File: config.mk
export PLATFORM = sky130hd
export DESIGN_NAME = spc_core
export DESIGN_NICKNAME = d
export VERILOG_FILES = /design/src/inc/spc_pkg.sv /design/src/core/spc_core.sv
export VERILOG_INCLUDE_DIRS = /design/src /design/src/inc
export SDC_FILE = /design/constraint.sdc
export NUM_CORES = 1
export LEC_CHECK = 0
export ABC_CLOCK_PERIOD_IN_PS = 6450
export BUFFER_PORTS_ARGS = -buffer_cell sky130_fd_sc_hd__buf_2
export CAP_MARGIN = 20
export CORE_MARGIN = 2
export CORE_UTILIZATION = 55
export DETAILED_ROUTE_END_ITERATION = 6
export GPL_TIMING_DRIVEN = 0
export PLACE_DENSITY = 0.73
export SLEW_MARGIN = 20
export SYNTH_ARGS = -nofsm -noshare
export SYNTH_HDL_FRONTEND = slang
export SYNTH_SLANG_ARGS = --single-unit
File: constraint.sdc
create_clock -name mclk -period 6.45 [get_ports mclk]
set_input_delay 1.29 -clock mclk [delete_from_list [all_inputs] [get_ports mclk]]
set_output_delay 1.29 -clock mclk [all_outputs]
set_load 0.02 [all_outputs]
File: src/inc/spc_params.svh
`ifndef SPC_PARAMS_SVH
`define SPC_PARAMS_SVH

// ----------------------------------------------------------------------
// Register offsets
// ----------------------------------------------------------------------
`define SPC_OFF_CONTROL_ONE  3'h0
`define SPC_OFF_CONTROL_TWO  3'h1
`define SPC_OFF_BAUD_SELECT  3'h2
`define SPC_OFF_STATUS_FLAGS 3'h3
`define SPC_OFF_RSVD_A       3'h4
`define SPC_OFF_SHIFT_DATA   3'h5
`define SPC_OFF_RSVD_B       3'h6
`define SPC_OFF_RSVD_C       3'h7

// ----------------------------------------------------------------------
// control_one fields
// ----------------------------------------------------------------------
`define SPC_C1_IRQ_ENABLE    7
`define SPC_C1_SYSTEM_ENABLE 6
`define SPC_C1_TX_EMPTY_IRQ  5
`define SPC_C1_MASTER_SELECT 4
`define SPC_C1_CLOCK_POL     3
`define SPC_C1_CLOCK_PHASE   2
`define SPC_C1_SEL_OUT_EN    1
`define SPC_C1_LOW_BIT_FIRST 0
`define SPC_C1_MODE_BITS     8'h0F

// ----------------------------------------------------------------------
// control_two, baud_select and status_flags fields
// ----------------------------------------------------------------------
`define SPC_C2_MODE_FAULT_EN 4
`define SPC_C2_WMASK         8'h1B
`define SPC_BR_WMASK         8'h77
`define SPC_BR_PRE_LSB       4
`define SPC_ST_DONE          7
`define SPC_ST_TX_EMPTY      5
`define SPC_ST_MODE_FAULT    4

// ----------------------------------------------------------------------
// Reset values and counts
// ----------------------------------------------------------------------
`define SPC_RST_CONTROL_ONE  8'h04
`define SPC_RST_CONTROL_TWO  8'h00
`define SPC_RST_BAUD_SELECT  8'h00
`define SPC_ZERO_BYTE        8'h00
`define SPC_EDGES_PER_BYTE   5'h10

`endif

File: src/inc/spc_pkg.sv
package spc_pkg;
   // Transfer engine states
   typedef enum logic {
      SPC_IDLE,
      SPC_RUN
   } spc_state_type;
endpackage : spc_pkg

File: src/core/spc_core.sv
`include "spc_params.svh"

module spc_core (
   // Clock and reset
   input  wire logic                        mclk,
   input  wire logic                        reset_n,
   // Register port
   input  wire logic [2:0]                  regAddr,
   input  wire logic [7:0]                  regWdata,
   input  wire logic                        regWr,
   input  wire logic                        regRd,
   output logic      [7:0]                  regRdata,
   // Serial clock pin
   input  wire logic                        sckIn,
   output logic                             sckOut,
   output logic                             sckOe,
   // Data pins
   input  wire logic                        mosiIn,
   output logic                             mosiOut,
   output logic                             mosiOe,
   input  wire logic                        misoIn,
   output logic                             misoOut,
   output logic                             misoOe,
   // Select pin, active low
   input  wire logic                        selIn_n,
   output logic                             selOut_n,
   output logic                             selOe,
   // System side
   output logic                             irqReq,
   output logic                             pinsOwned
);
   import spc_pkg::*;

   // ----------------------------------------------------------------------
   // Declarations
   // ----------------------------------------------------------------------
   logic [7:0]    ctrlOne_r;        // control_one
   logic [7:0]    ctrlTwo_r;        // control_two
   logic [7:0]    baud_r;           // baud_select
   logic [7:0]    txBuf_r;          // Pending transmit byte
   logic          txFull_r;         // Transmit buffer holds data
   logic [7:0]    rxData_r;         // Last received byte
   logic          doneFlag_r;       // transfer_done_flag
   logic          faultFlag_r;      // mode_fault_flag
   logic          doneSeen_r;       // Status read saw done flag
   logic          faultSeen_r;      // Status read saw fault flag
   logic          cfgAbort_r;       // Abort pulse after a format write
   logic [7:0]    regRdata_r;       // Registered read data
   logic [2:0]    sckSync_r;        // Clock pin sync plus history
   logic [1:0]    mosiSync_r;       // Data-in pin sync
   logic [1:0]    misoSync_r;
   logic [2:0]    selSync_r;        // Select pin sync plus history
   spc_state_type state_r;          // Engine state
   logic [10:0]   divCnt_r;         // Half-period counter
   logic [4:0]    edgeCnt_r;        // Clock edges seen this byte
   logic [7:0]    txSh_r;           // Outgoing shifter
   logic [7:0]    rxSh_r;           // Incoming shifter
   logic          dataOut_r;        // Bit on the driven data pin
   logic          sckOut_r;
   logic          sckOe_r;
   logic          mosiOe_r;
   logic          misoOe_r;
   logic          selOut_n_r;
   logic          selOe_r;
   logic          irqReq_r;
   logic          pinsOwned_r;

   // Field views
   logic          system_enable, master, clock_polarity, clock_phase, select_output_enable, lsbFirst, mode_fault_enable;
   logic          txEmpty, selLow, selFell, inBit, edgeEv, sampleEv, driveEv;
   logic          modeFault, slaveDrop, abort, startXfer, xferDone, lastEdge;
   logic [4:0]    nextEdge;
   logic [10:0]   halfCnt;
   logic [7:0]    rxNext, rxFinal, statusByte;

   assign system_enable      = ctrlOne_r[`SPC_C1_SYSTEM_ENABLE];
   assign master   = ctrlOne_r[`SPC_C1_MASTER_SELECT];
   assign clock_polarity     = ctrlOne_r[`SPC_C1_CLOCK_POL];
   assign clock_phase     = ctrlOne_r[`SPC_C1_CLOCK_PHASE];
   assign select_output_enable     = ctrlOne_r[`SPC_C1_SEL_OUT_EN];
   assign lsbFirst = ctrlOne_r[`SPC_C1_LOW_BIT_FIRST];
   assign mode_fault_enable   = ctrlTwo_r[`SPC_C2_MODE_FAULT_EN];
   assign txEmpty  = ~txFull_r;

   // ----------------------------------------------------------------------
   // Pin synchronisers
   // ----------------------------------------------------------------------
   // Pins come from another domain; only stage two onward is used
   always_ff @(posedge mclk or negedge reset_n) begin
      if (!reset_n) begin
         sckSync_r  <= 3'h0;
         mosiSync_r <= 2'h0;
         misoSync_r <= 2'h0;
         selSync_r  <= 3'h7;
      end else begin
         sckSync_r  <= {sckSync_r[1:0], sckIn};
         mosiSync_r <= {mosiSync_r[0], mosiIn};
         misoSync_r <= {misoSync_r[0], misoIn};
         selSync_r  <= {selSync_r[1:0], selIn_n};
      end
   end

   assign selLow  = ~selSync_r[1];
   assign selFell = selSync_r[2] & ~selSync_r[1];

   // ----------------------------------------------------------------------
   // Engine control terms
   // ----------------------------------------------------------------------
   // Divisor is (pre+1)*2^(rate+1); half of it per clock phase
   assign halfCnt  = ({8'h00, baud_r[`SPC_BR_PRE_LSB +: 3]} + 11'h001) << baud_r[2:0];
   assign nextEdge = edgeCnt_r + 5'h01;
   assign lastEdge = (nextEdge == `SPC_EDGES_PER_BYTE);
   // Master edges come from the divider, slave edges from the pin
   assign edgeEv   = (state_r == SPC_RUN) &&
                     (master ? (divCnt_r == 11'h000) : (sckSync_r[2] != sckSync_r[1]));
   // Phase 0 samples odd edges, phase 1 even edges
   assign sampleEv = edgeEv & (clock_phase ? ~nextEdge[0] : nextEdge[0]);
   assign driveEv  = edgeEv & (clock_phase ? nextEdge[0] : ~nextEdge[0]) & ~lastEdge;
   assign inBit    = master ? misoSync_r[1] : mosiSync_r[1];
   // Register keeps MSB in bit 7 whichever way the wire runs
   assign rxNext   = lsbFirst ? {inBit, rxSh_r[7:1]} : {rxSh_r[6:0], inBit};
   assign rxFinal  = sampleEv ? rxNext : rxSh_r;
   // Select low while a master watches it is a mode fault
   assign modeFault = system_enable & master & mode_fault_enable & ~select_output_enable & selLow;
   // Slave loses select mid byte: drop the byte
   assign slaveDrop = (state_r == SPC_RUN) & ~master & ~selLow;
   assign abort     = ~system_enable | modeFault | cfgAbort_r | slaveDrop;
   assign startXfer = system_enable & ~abort &
                      (master ? txFull_r : (selLow & (selFell | clock_phase)));
   assign xferDone  = edgeEv & lastEdge & ~abort;

   // ----------------------------------------------------------------------
   // Transfer engine
   // ----------------------------------------------------------------------
   always_ff @(posedge mclk or negedge reset_n) begin
      if (!reset_n) begin
         state_r   <= SPC_IDLE;
         divCnt_r  <= 11'h000;
         edgeCnt_r <= 5'h00;
         txSh_r    <= `SPC_ZERO_BYTE;
         rxSh_r    <= `SPC_ZERO_BYTE;
         dataOut_r <= 1'b0;
         sckOut_r  <= 1'b0;
      end else if (abort) begin
         // Forced idle; clock returns to its resting level
         state_r   <= SPC_IDLE;
         edgeCnt_r <= 5'h00;
         sckOut_r  <= clock_polarity;
      end else begin
         case (state_r)
            SPC_IDLE: begin
               sckOut_r  <= clock_polarity;
               edgeCnt_r <= 5'h00;
               if (startXfer) begin
                  state_r  <= SPC_RUN;
                  divCnt_r <= halfCnt - 11'h001;
                  rxSh_r   <= `SPC_ZERO_BYTE;
                  if (clock_phase) begin
                     // First bit goes out on edge one
                     txSh_r <= txBuf_r;
                  end else begin
                     // First bit must stand before edge one
                     dataOut_r <= lsbFirst ? txBuf_r[0] : txBuf_r[7];
                     txSh_r    <= lsbFirst ? {1'b0, txBuf_r[7:1]} : {txBuf_r[6:0], 1'b0};
                  end
               end
            end
            SPC_RUN: begin
               if (master) begin
                  // Divider paces the master clock
                  if (divCnt_r == 11'h000) begin
                     divCnt_r <= halfCnt - 11'h001;
                     sckOut_r <= ~sckOut_r;
                  end else begin
                     divCnt_r <= divCnt_r - 11'h001;
                  end
               end
               if (edgeEv) begin
                  edgeCnt_r <= nextEdge;
               end
               if (sampleEv) begin
                  rxSh_r <= rxNext;
               end
               if (driveEv) begin
                  dataOut_r <= lsbFirst ? txSh_r[0] : txSh_r[7];
                  txSh_r    <= lsbFirst ? {1'b0, txSh_r[7:1]} : {txSh_r[6:0], 1'b0};
               end
               if (edgeEv && lastEdge) begin
                  state_r <= SPC_IDLE;
               end
            end
            default: begin
               state_r <= SPC_IDLE;
            end
         endcase
      end
   end

   // ----------------------------------------------------------------------
   // Control registers
   // ----------------------------------------------------------------------
   // Format changes in master mode, and any master-select change, raise a one-cycle abort
   always_ff @(posedge mclk or negedge reset_n) begin
      if (!reset_n) begin
         ctrlOne_r  <= `SPC_RST_CONTROL_ONE;
         ctrlTwo_r  <= `SPC_RST_CONTROL_TWO;
         baud_r     <= `SPC_RST_BAUD_SELECT;
         cfgAbort_r <= 1'b0;
      end else begin
         cfgAbort_r <= 1'b0;
         if (regWr && regAddr == `SPC_OFF_CONTROL_ONE) begin
            ctrlOne_r <= regWdata;
            if (regWdata[`SPC_C1_MASTER_SELECT] != master) begin
               cfgAbort_r <= 1'b1;
            end else if (master &&
                         ((regWdata ^ ctrlOne_r) & `SPC_C1_MODE_BITS) != `SPC_ZERO_BYTE) begin
               cfgAbort_r <= 1'b1;
            end
         end else if (regWr && regAddr == `SPC_OFF_CONTROL_TWO) begin
            ctrlTwo_r <= regWdata & `SPC_C2_WMASK;
            if (master && regWdata[`SPC_C2_MODE_FAULT_EN] != mode_fault_enable) begin
               cfgAbort_r <= 1'b1;
            end
         end else if (regWr && regAddr == `SPC_OFF_BAUD_SELECT) begin
            baud_r <= regWdata & `SPC_BR_WMASK;
            if (master && ((regWdata & `SPC_BR_WMASK) != baud_r)) begin
               cfgAbort_r <= 1'b1;
            end
         end
         // A mode fault drops the block back to slave
         if (modeFault) begin
            ctrlOne_r[`SPC_C1_MASTER_SELECT] <= 1'b0;
            // Hold idle one more cycle so a selected slave cannot start at once
            cfgAbort_r <= 1'b1;
         end
      end
   end

   // ----------------------------------------------------------------------
   // Data buffers
   // ----------------------------------------------------------------------
   // A data write while the buffer is full is dropped
   always_ff @(posedge mclk or negedge reset_n) begin
      if (!reset_n) begin
         txBuf_r  <= `SPC_ZERO_BYTE;
         txFull_r <= 1'b0;
         rxData_r <= `SPC_ZERO_BYTE;
      end else begin
         if (!system_enable) begin
            txFull_r <= 1'b0;
         end else if (startXfer && state_r == SPC_IDLE) begin
            txFull_r <= 1'b0;
         end else if (regWr && regAddr == `SPC_OFF_SHIFT_DATA && !txFull_r) begin
            txBuf_r  <= regWdata;
            txFull_r <= 1'b1;
         end
         if (xferDone) begin
            rxData_r <= rxFinal;
         end
      end
   end

   // ----------------------------------------------------------------------
   // Status flags
   // ----------------------------------------------------------------------
   // Flag clears need a prior status read, except disable, which clears at once; a set in the same cycle wins over a read clear
   always_ff @(posedge mclk or negedge reset_n) begin
      if (!reset_n) begin
         doneFlag_r  <= 1'b0;
         faultFlag_r <= 1'b0;
         doneSeen_r  <= 1'b0;
         faultSeen_r <= 1'b0;
      end else if (!system_enable) begin
         doneFlag_r  <= 1'b0;
         faultFlag_r <= 1'b0;
         doneSeen_r  <= 1'b0;
         faultSeen_r <= 1'b0;
      end else begin
         if (regRd && regAddr == `SPC_OFF_STATUS_FLAGS) begin
            doneSeen_r  <= doneFlag_r;
            faultSeen_r <= faultFlag_r;
         end
         if (xferDone) begin
            doneFlag_r <= 1'b1;
         end else if (doneSeen_r && (regRd || regWr) && regAddr == `SPC_OFF_SHIFT_DATA) begin
            doneFlag_r <= 1'b0;
            doneSeen_r <= 1'b0;
         end
         if (modeFault) begin
            faultFlag_r <= 1'b1;
         end else if (faultSeen_r && regWr && regAddr == `SPC_OFF_CONTROL_ONE) begin
            faultFlag_r <= 1'b0;
            faultSeen_r <= 1'b0;
         end
      end
   end

   assign statusByte = {doneFlag_r, 1'b0, txEmpty, faultFlag_r, 4'h0};

   // ----------------------------------------------------------------------
   // Read port
   // ----------------------------------------------------------------------
   // Status and reserved offsets take no write at all
   always_ff @(posedge mclk or negedge reset_n) begin
      if (!reset_n) begin
         regRdata_r <= `SPC_ZERO_BYTE;
      end else if (!regRd) begin
         regRdata_r <= `SPC_ZERO_BYTE;
      end else if (regAddr == `SPC_OFF_CONTROL_ONE) begin
         regRdata_r <= ctrlOne_r;
      end else if (regAddr == `SPC_OFF_CONTROL_TWO) begin
         regRdata_r <= ctrlTwo_r;
      end else if (regAddr == `SPC_OFF_BAUD_SELECT) begin
         regRdata_r <= baud_r;
      end else if (regAddr == `SPC_OFF_STATUS_FLAGS) begin
         regRdata_r <= statusByte;
      end else if (regAddr == `SPC_OFF_SHIFT_DATA) begin
         regRdata_r <= rxData_r;
      end else begin
         regRdata_r <= `SPC_ZERO_BYTE;
      end
   end

   // ----------------------------------------------------------------------
   // Pin drivers and interrupt
   // ----------------------------------------------------------------------
   // Enables registered so every pin output leaves a flip-flop
   always_ff @(posedge mclk or negedge reset_n) begin
      if (!reset_n) begin
         sckOe_r     <= 1'b0;
         mosiOe_r    <= 1'b0;
         misoOe_r    <= 1'b0;
         selOe_r     <= 1'b0;
         selOut_n_r  <= 1'b1;
         irqReq_r    <= 1'b0;
         pinsOwned_r <= 1'b0;
      end else begin
         pinsOwned_r <= system_enable;
         sckOe_r     <= system_enable & master;
         mosiOe_r    <= system_enable & master;
         misoOe_r    <= system_enable & ~master & selLow;
         selOe_r     <= system_enable & master & mode_fault_enable & select_output_enable;
         selOut_n_r  <= ~(state_r == SPC_RUN);
         irqReq_r    <= (ctrlOne_r[`SPC_C1_IRQ_ENABLE] & (doneFlag_r | faultFlag_r)) |
                        (ctrlOne_r[`SPC_C1_TX_EMPTY_IRQ] & system_enable & txEmpty);
      end
   end

   assign regRdata  = regRdata_r;
   assign sckOut    = sckOut_r;
   assign sckOe     = sckOe_r;
   assign mosiOut   = dataOut_r;
   assign mosiOe    = mosiOe_r;
   assign misoOut   = dataOut_r;
   assign misoOe    = misoOe_r;
   assign selOut_n  = selOut_n_r;
   assign selOe     = selOe_r;
   assign irqReq    = irqReq_r;
   assign pinsOwned = pinsOwned_r;
endmodule : spc_core

==> impl_metrics.toml <==
[logic_synthesis]
async_flop_share_pct = 100
synth-edff-count = 0
ys_ff_latch = 99
yosys_warnings = 0
syn_inst = 569
yosysSeqAreaShare_pct = 43.0
ys.flop_type = "dfrtp_1"
syn-cell-area_sq_um = 5780
avgSynthCellArea_sq_um = 10.2
synth_nets = 594
ys_types = 77

[sta]
tightest_slew_ns = 0.717
tns_ns = 0
period_share_pct = 41.7
fin_skew_ns = 0.0111
rsz0062_at_grt = "no"
finalSetupViolCount = 0
slew_headroom_pct = 51.8
period_needed_ns = 2.69
slew_viol_final = 0
hold_violations = 0
fmax_mhz = 372

[status]
outcome = "finished, final reports clean"

[cts]
cts_setup_buffers = 0
clock_path_buffers = 2
cts_hold_buf = 0
cts_sinks = 99
numCtsBuffers = 9
clkLatencyLatePin_ns = 0.38
post_cts_resized = 0
cts_tree = "done"
htreeDepth = 3
cts_root_buf = "clkbuf_8"
clkTransAtPathRegs_ns = 0.11

[route]
drc = 0
avgRoutedWirePerCell_um = 18.9
num_vias = 4784
firstDrtPassIters = 5
initialDrtViolationCount = 367
vias_per_cell = 6.33
drt-total-wl_um = 14300
antenna_left = 0

[power_and_ir_drop]
power.density_nw_per_um2 = 334
peakVddDrop_mv = 0.181
p_leak_nw = 2.73

[placed_design]
gp_congestion = 0.878
dpl.hpwl_um = 10200
port-buffer-count = 34
placed_area_sq_um = 6160

[worst_setup_path]
cp.required_ns = 6.72
critPathTopFamily = "simple AND/OR/NAND/NOR gates"
crit_fanout = 9
path_cells = "buf_2 -> inv_2 -> and3_1 -> clkbuf_1 -> nand4b_1 -> nor2_4 -> mux2_2"
critPathLaunchType = "input pin"
path_buf_inv = 3
path_class = "input pin to flip-flop"
crit_slowest_cell = "mux2_2"
endpoint_kind = "flip-flop"
crit_path_max_incr_delay_ns = 0.38
worstPathArrival_ns = 2.96

[grt]
grt_use_total_pct = 26.5
overflow = 0
grt_max_degree = 71
grt_pass1_wl_um = 23700
antenna_found_initial = 0
grt_pass1_vias = 4707

[floorplanning]
fp.dieW_um = 107
rows = 37
io_pins = 37
start_util_pct = 56.3
die_h_um = 107
dieArea_sq_um = 11300
core_sq_um = 10300

[layout]
diodes = 0
final_cell_mix = "dfrtp_1, mux2_2, nand2_1"
fin_area_sq_um = 6360
final_common_cell = "dfrtp_1"
layout.nets = 640
syn2layout_area_growth_pct = 10.0
drive_above_1_share_pct = 24.4

[job]
maxCapViolations = 0

[worst_hold_path]
hp-class = "flip-flop to flip-flop"
cells by family after synthesis:
kind of cell,Yosys count,share of synthesized area [%]
mux,68,13.2
fa+ha+maj,6,1.30
compound gates,140,17.6
xor+xnor,25,3.79
flops,99,43.0
simple gates,180,16.7
buf+inv,51,4.46
layer usage:
| metal | global-route usage, % | vias to the layer above | wire [um] |
|---|---|---|---|
| met5 | 0 | - | 0 |
| met4 | 9.28 | 0 | 309 |
| met3 | 4.29 | 29 | 832 |
| met2 | 40.3 | 193 | 6530 |
| li1 | - | 2200 | - |
| met1 | 38.6 | 2362 | 6590 |
where the power goes:
group          internal, mW  switching (mW)  total [mW]  leakage (nW)
combinational         0.361           0.484       0.844          1.37
clock                 0.156           0.255       0.411         0.104
sequential            0.744           0.124       0.868          1.26
total                  1.26           0.863        2.12          2.73
cells in the mapped netlist, types with 5 or more instances:
master	instances	area, sq um
a32o_1	9	90.1
mux2i_1	10	100
nand2_1	46	173
a31oi_1	5	31.3
buf_2	11	55.1
o21ai_0	30	150
inv_1	11	41.3
buf_4	6	45.0
a221oi_1	8	70.1
mux2_2	57	642
nor2_1	38	143
dfstp_2	5	131
o22ai_1	10	62.6
nor2b_1	9	56.3
ha_1	6	75.1
nor3_1	9	45.0
a21oi_1	28	140
and2_1	6	37.5
clkbuf_1	16	60.1
xnor2_1	7	61.3
dfrtp_1	94	2350
nor3b_1	5	37.5
nand3_1	15	75.1
nand4_1	5	31.3
o211ai_1	6	45.0
xor2_1	18	158
nand2b_1	10	62.6
and3_1	6	37.5
per-stage QoR:
| stage | setup slack (ns) | instances | total power [mW] | utilization (%) | hold WS [ns] |
|---|---|---|---|---|---|
| 2_1_floorplan | 3.84 | 569 | 1.48 | - | 0.331 |
| 3_3_place_gp | 3.07 | 739 | 1.67 | 59.6 | 0.332 |
| 3_5_place_dp | 3.38 | 740 | 1.71 | 59.9 | 0.335 |
| 4_1_cts | 3.78 | 756 | 2.12 | 61.9 | 0.360 |
| 5_1_grt | 3.65 | 756 | 2.25 | 61.9 | 0.367 |
| 6_report | 3.76 | 756 | 2.12 | 61.9 | 0.359 |
worst paths after layout:
check                                             start                        to  slack (ns)  cells past startpoint
worst max-delay path                         regAddr[1]    txBuf_r[4]$_DFFE_PN0P_        3.76                      7
max in group asynchronous                       reset_n    selSync_r[2]$_DFF_PN1_        5.03                      2
min in group asynchronous                       reset_n   divCnt_r[0]$_DFFE_PN0P_        0.77                      1
worst min register to register  misoSync_r[0]$_DFF_PN0_   misoSync_r[1]$_DFF_PN0_        0.36                      0
worst min-delay path            misoSync_r[0]$_DFF_PN0_   misoSync_r[1]$_DFF_PN0_        0.36                      0
worst max register to register    baud_r[4]$_DFFE_PN0P_  divCnt_r[10]$_DFFE_PN0P_        3.81                      8
worst reg2reg max path: stages, from the launching register on:
cell and delay [ns]:
dfrtp_1 0.47, ha_1 0.33, buf_6 0.15, a211oi_2 0.22
a311oi_1 0.11, a211o_1 0.31, or4_4 0.55, a2bb2oi_1 0.17
o31a_1 0.25
flip-flops by register name (all words and copies together) (netlist names), 3 cells and up:
name and flops:
ctrlOne_r 8, baud_r 6, edgeCnt_r 5, ctrlTwo_r 4
txSh_r 8, divCnt_r 11, sckSync_r 3, selSync_r 3
txBuf_r 8, rxSh_r 8, regRdata 8, rxData_r 8
layout make-up:
class	count	area (sq um)
Clock inverter	7	81.3
Buffer	39	213
Multi-Input combinational cell	419	3040
Fill cell	915	3920
Timing Repair Buffer	35	204
Sequential cell	99	2480
Inverter	12	45.0
Clock buffer	9	124
Tap cell	136	170
No activity file was read; power rests on OpenSTA's default activity.
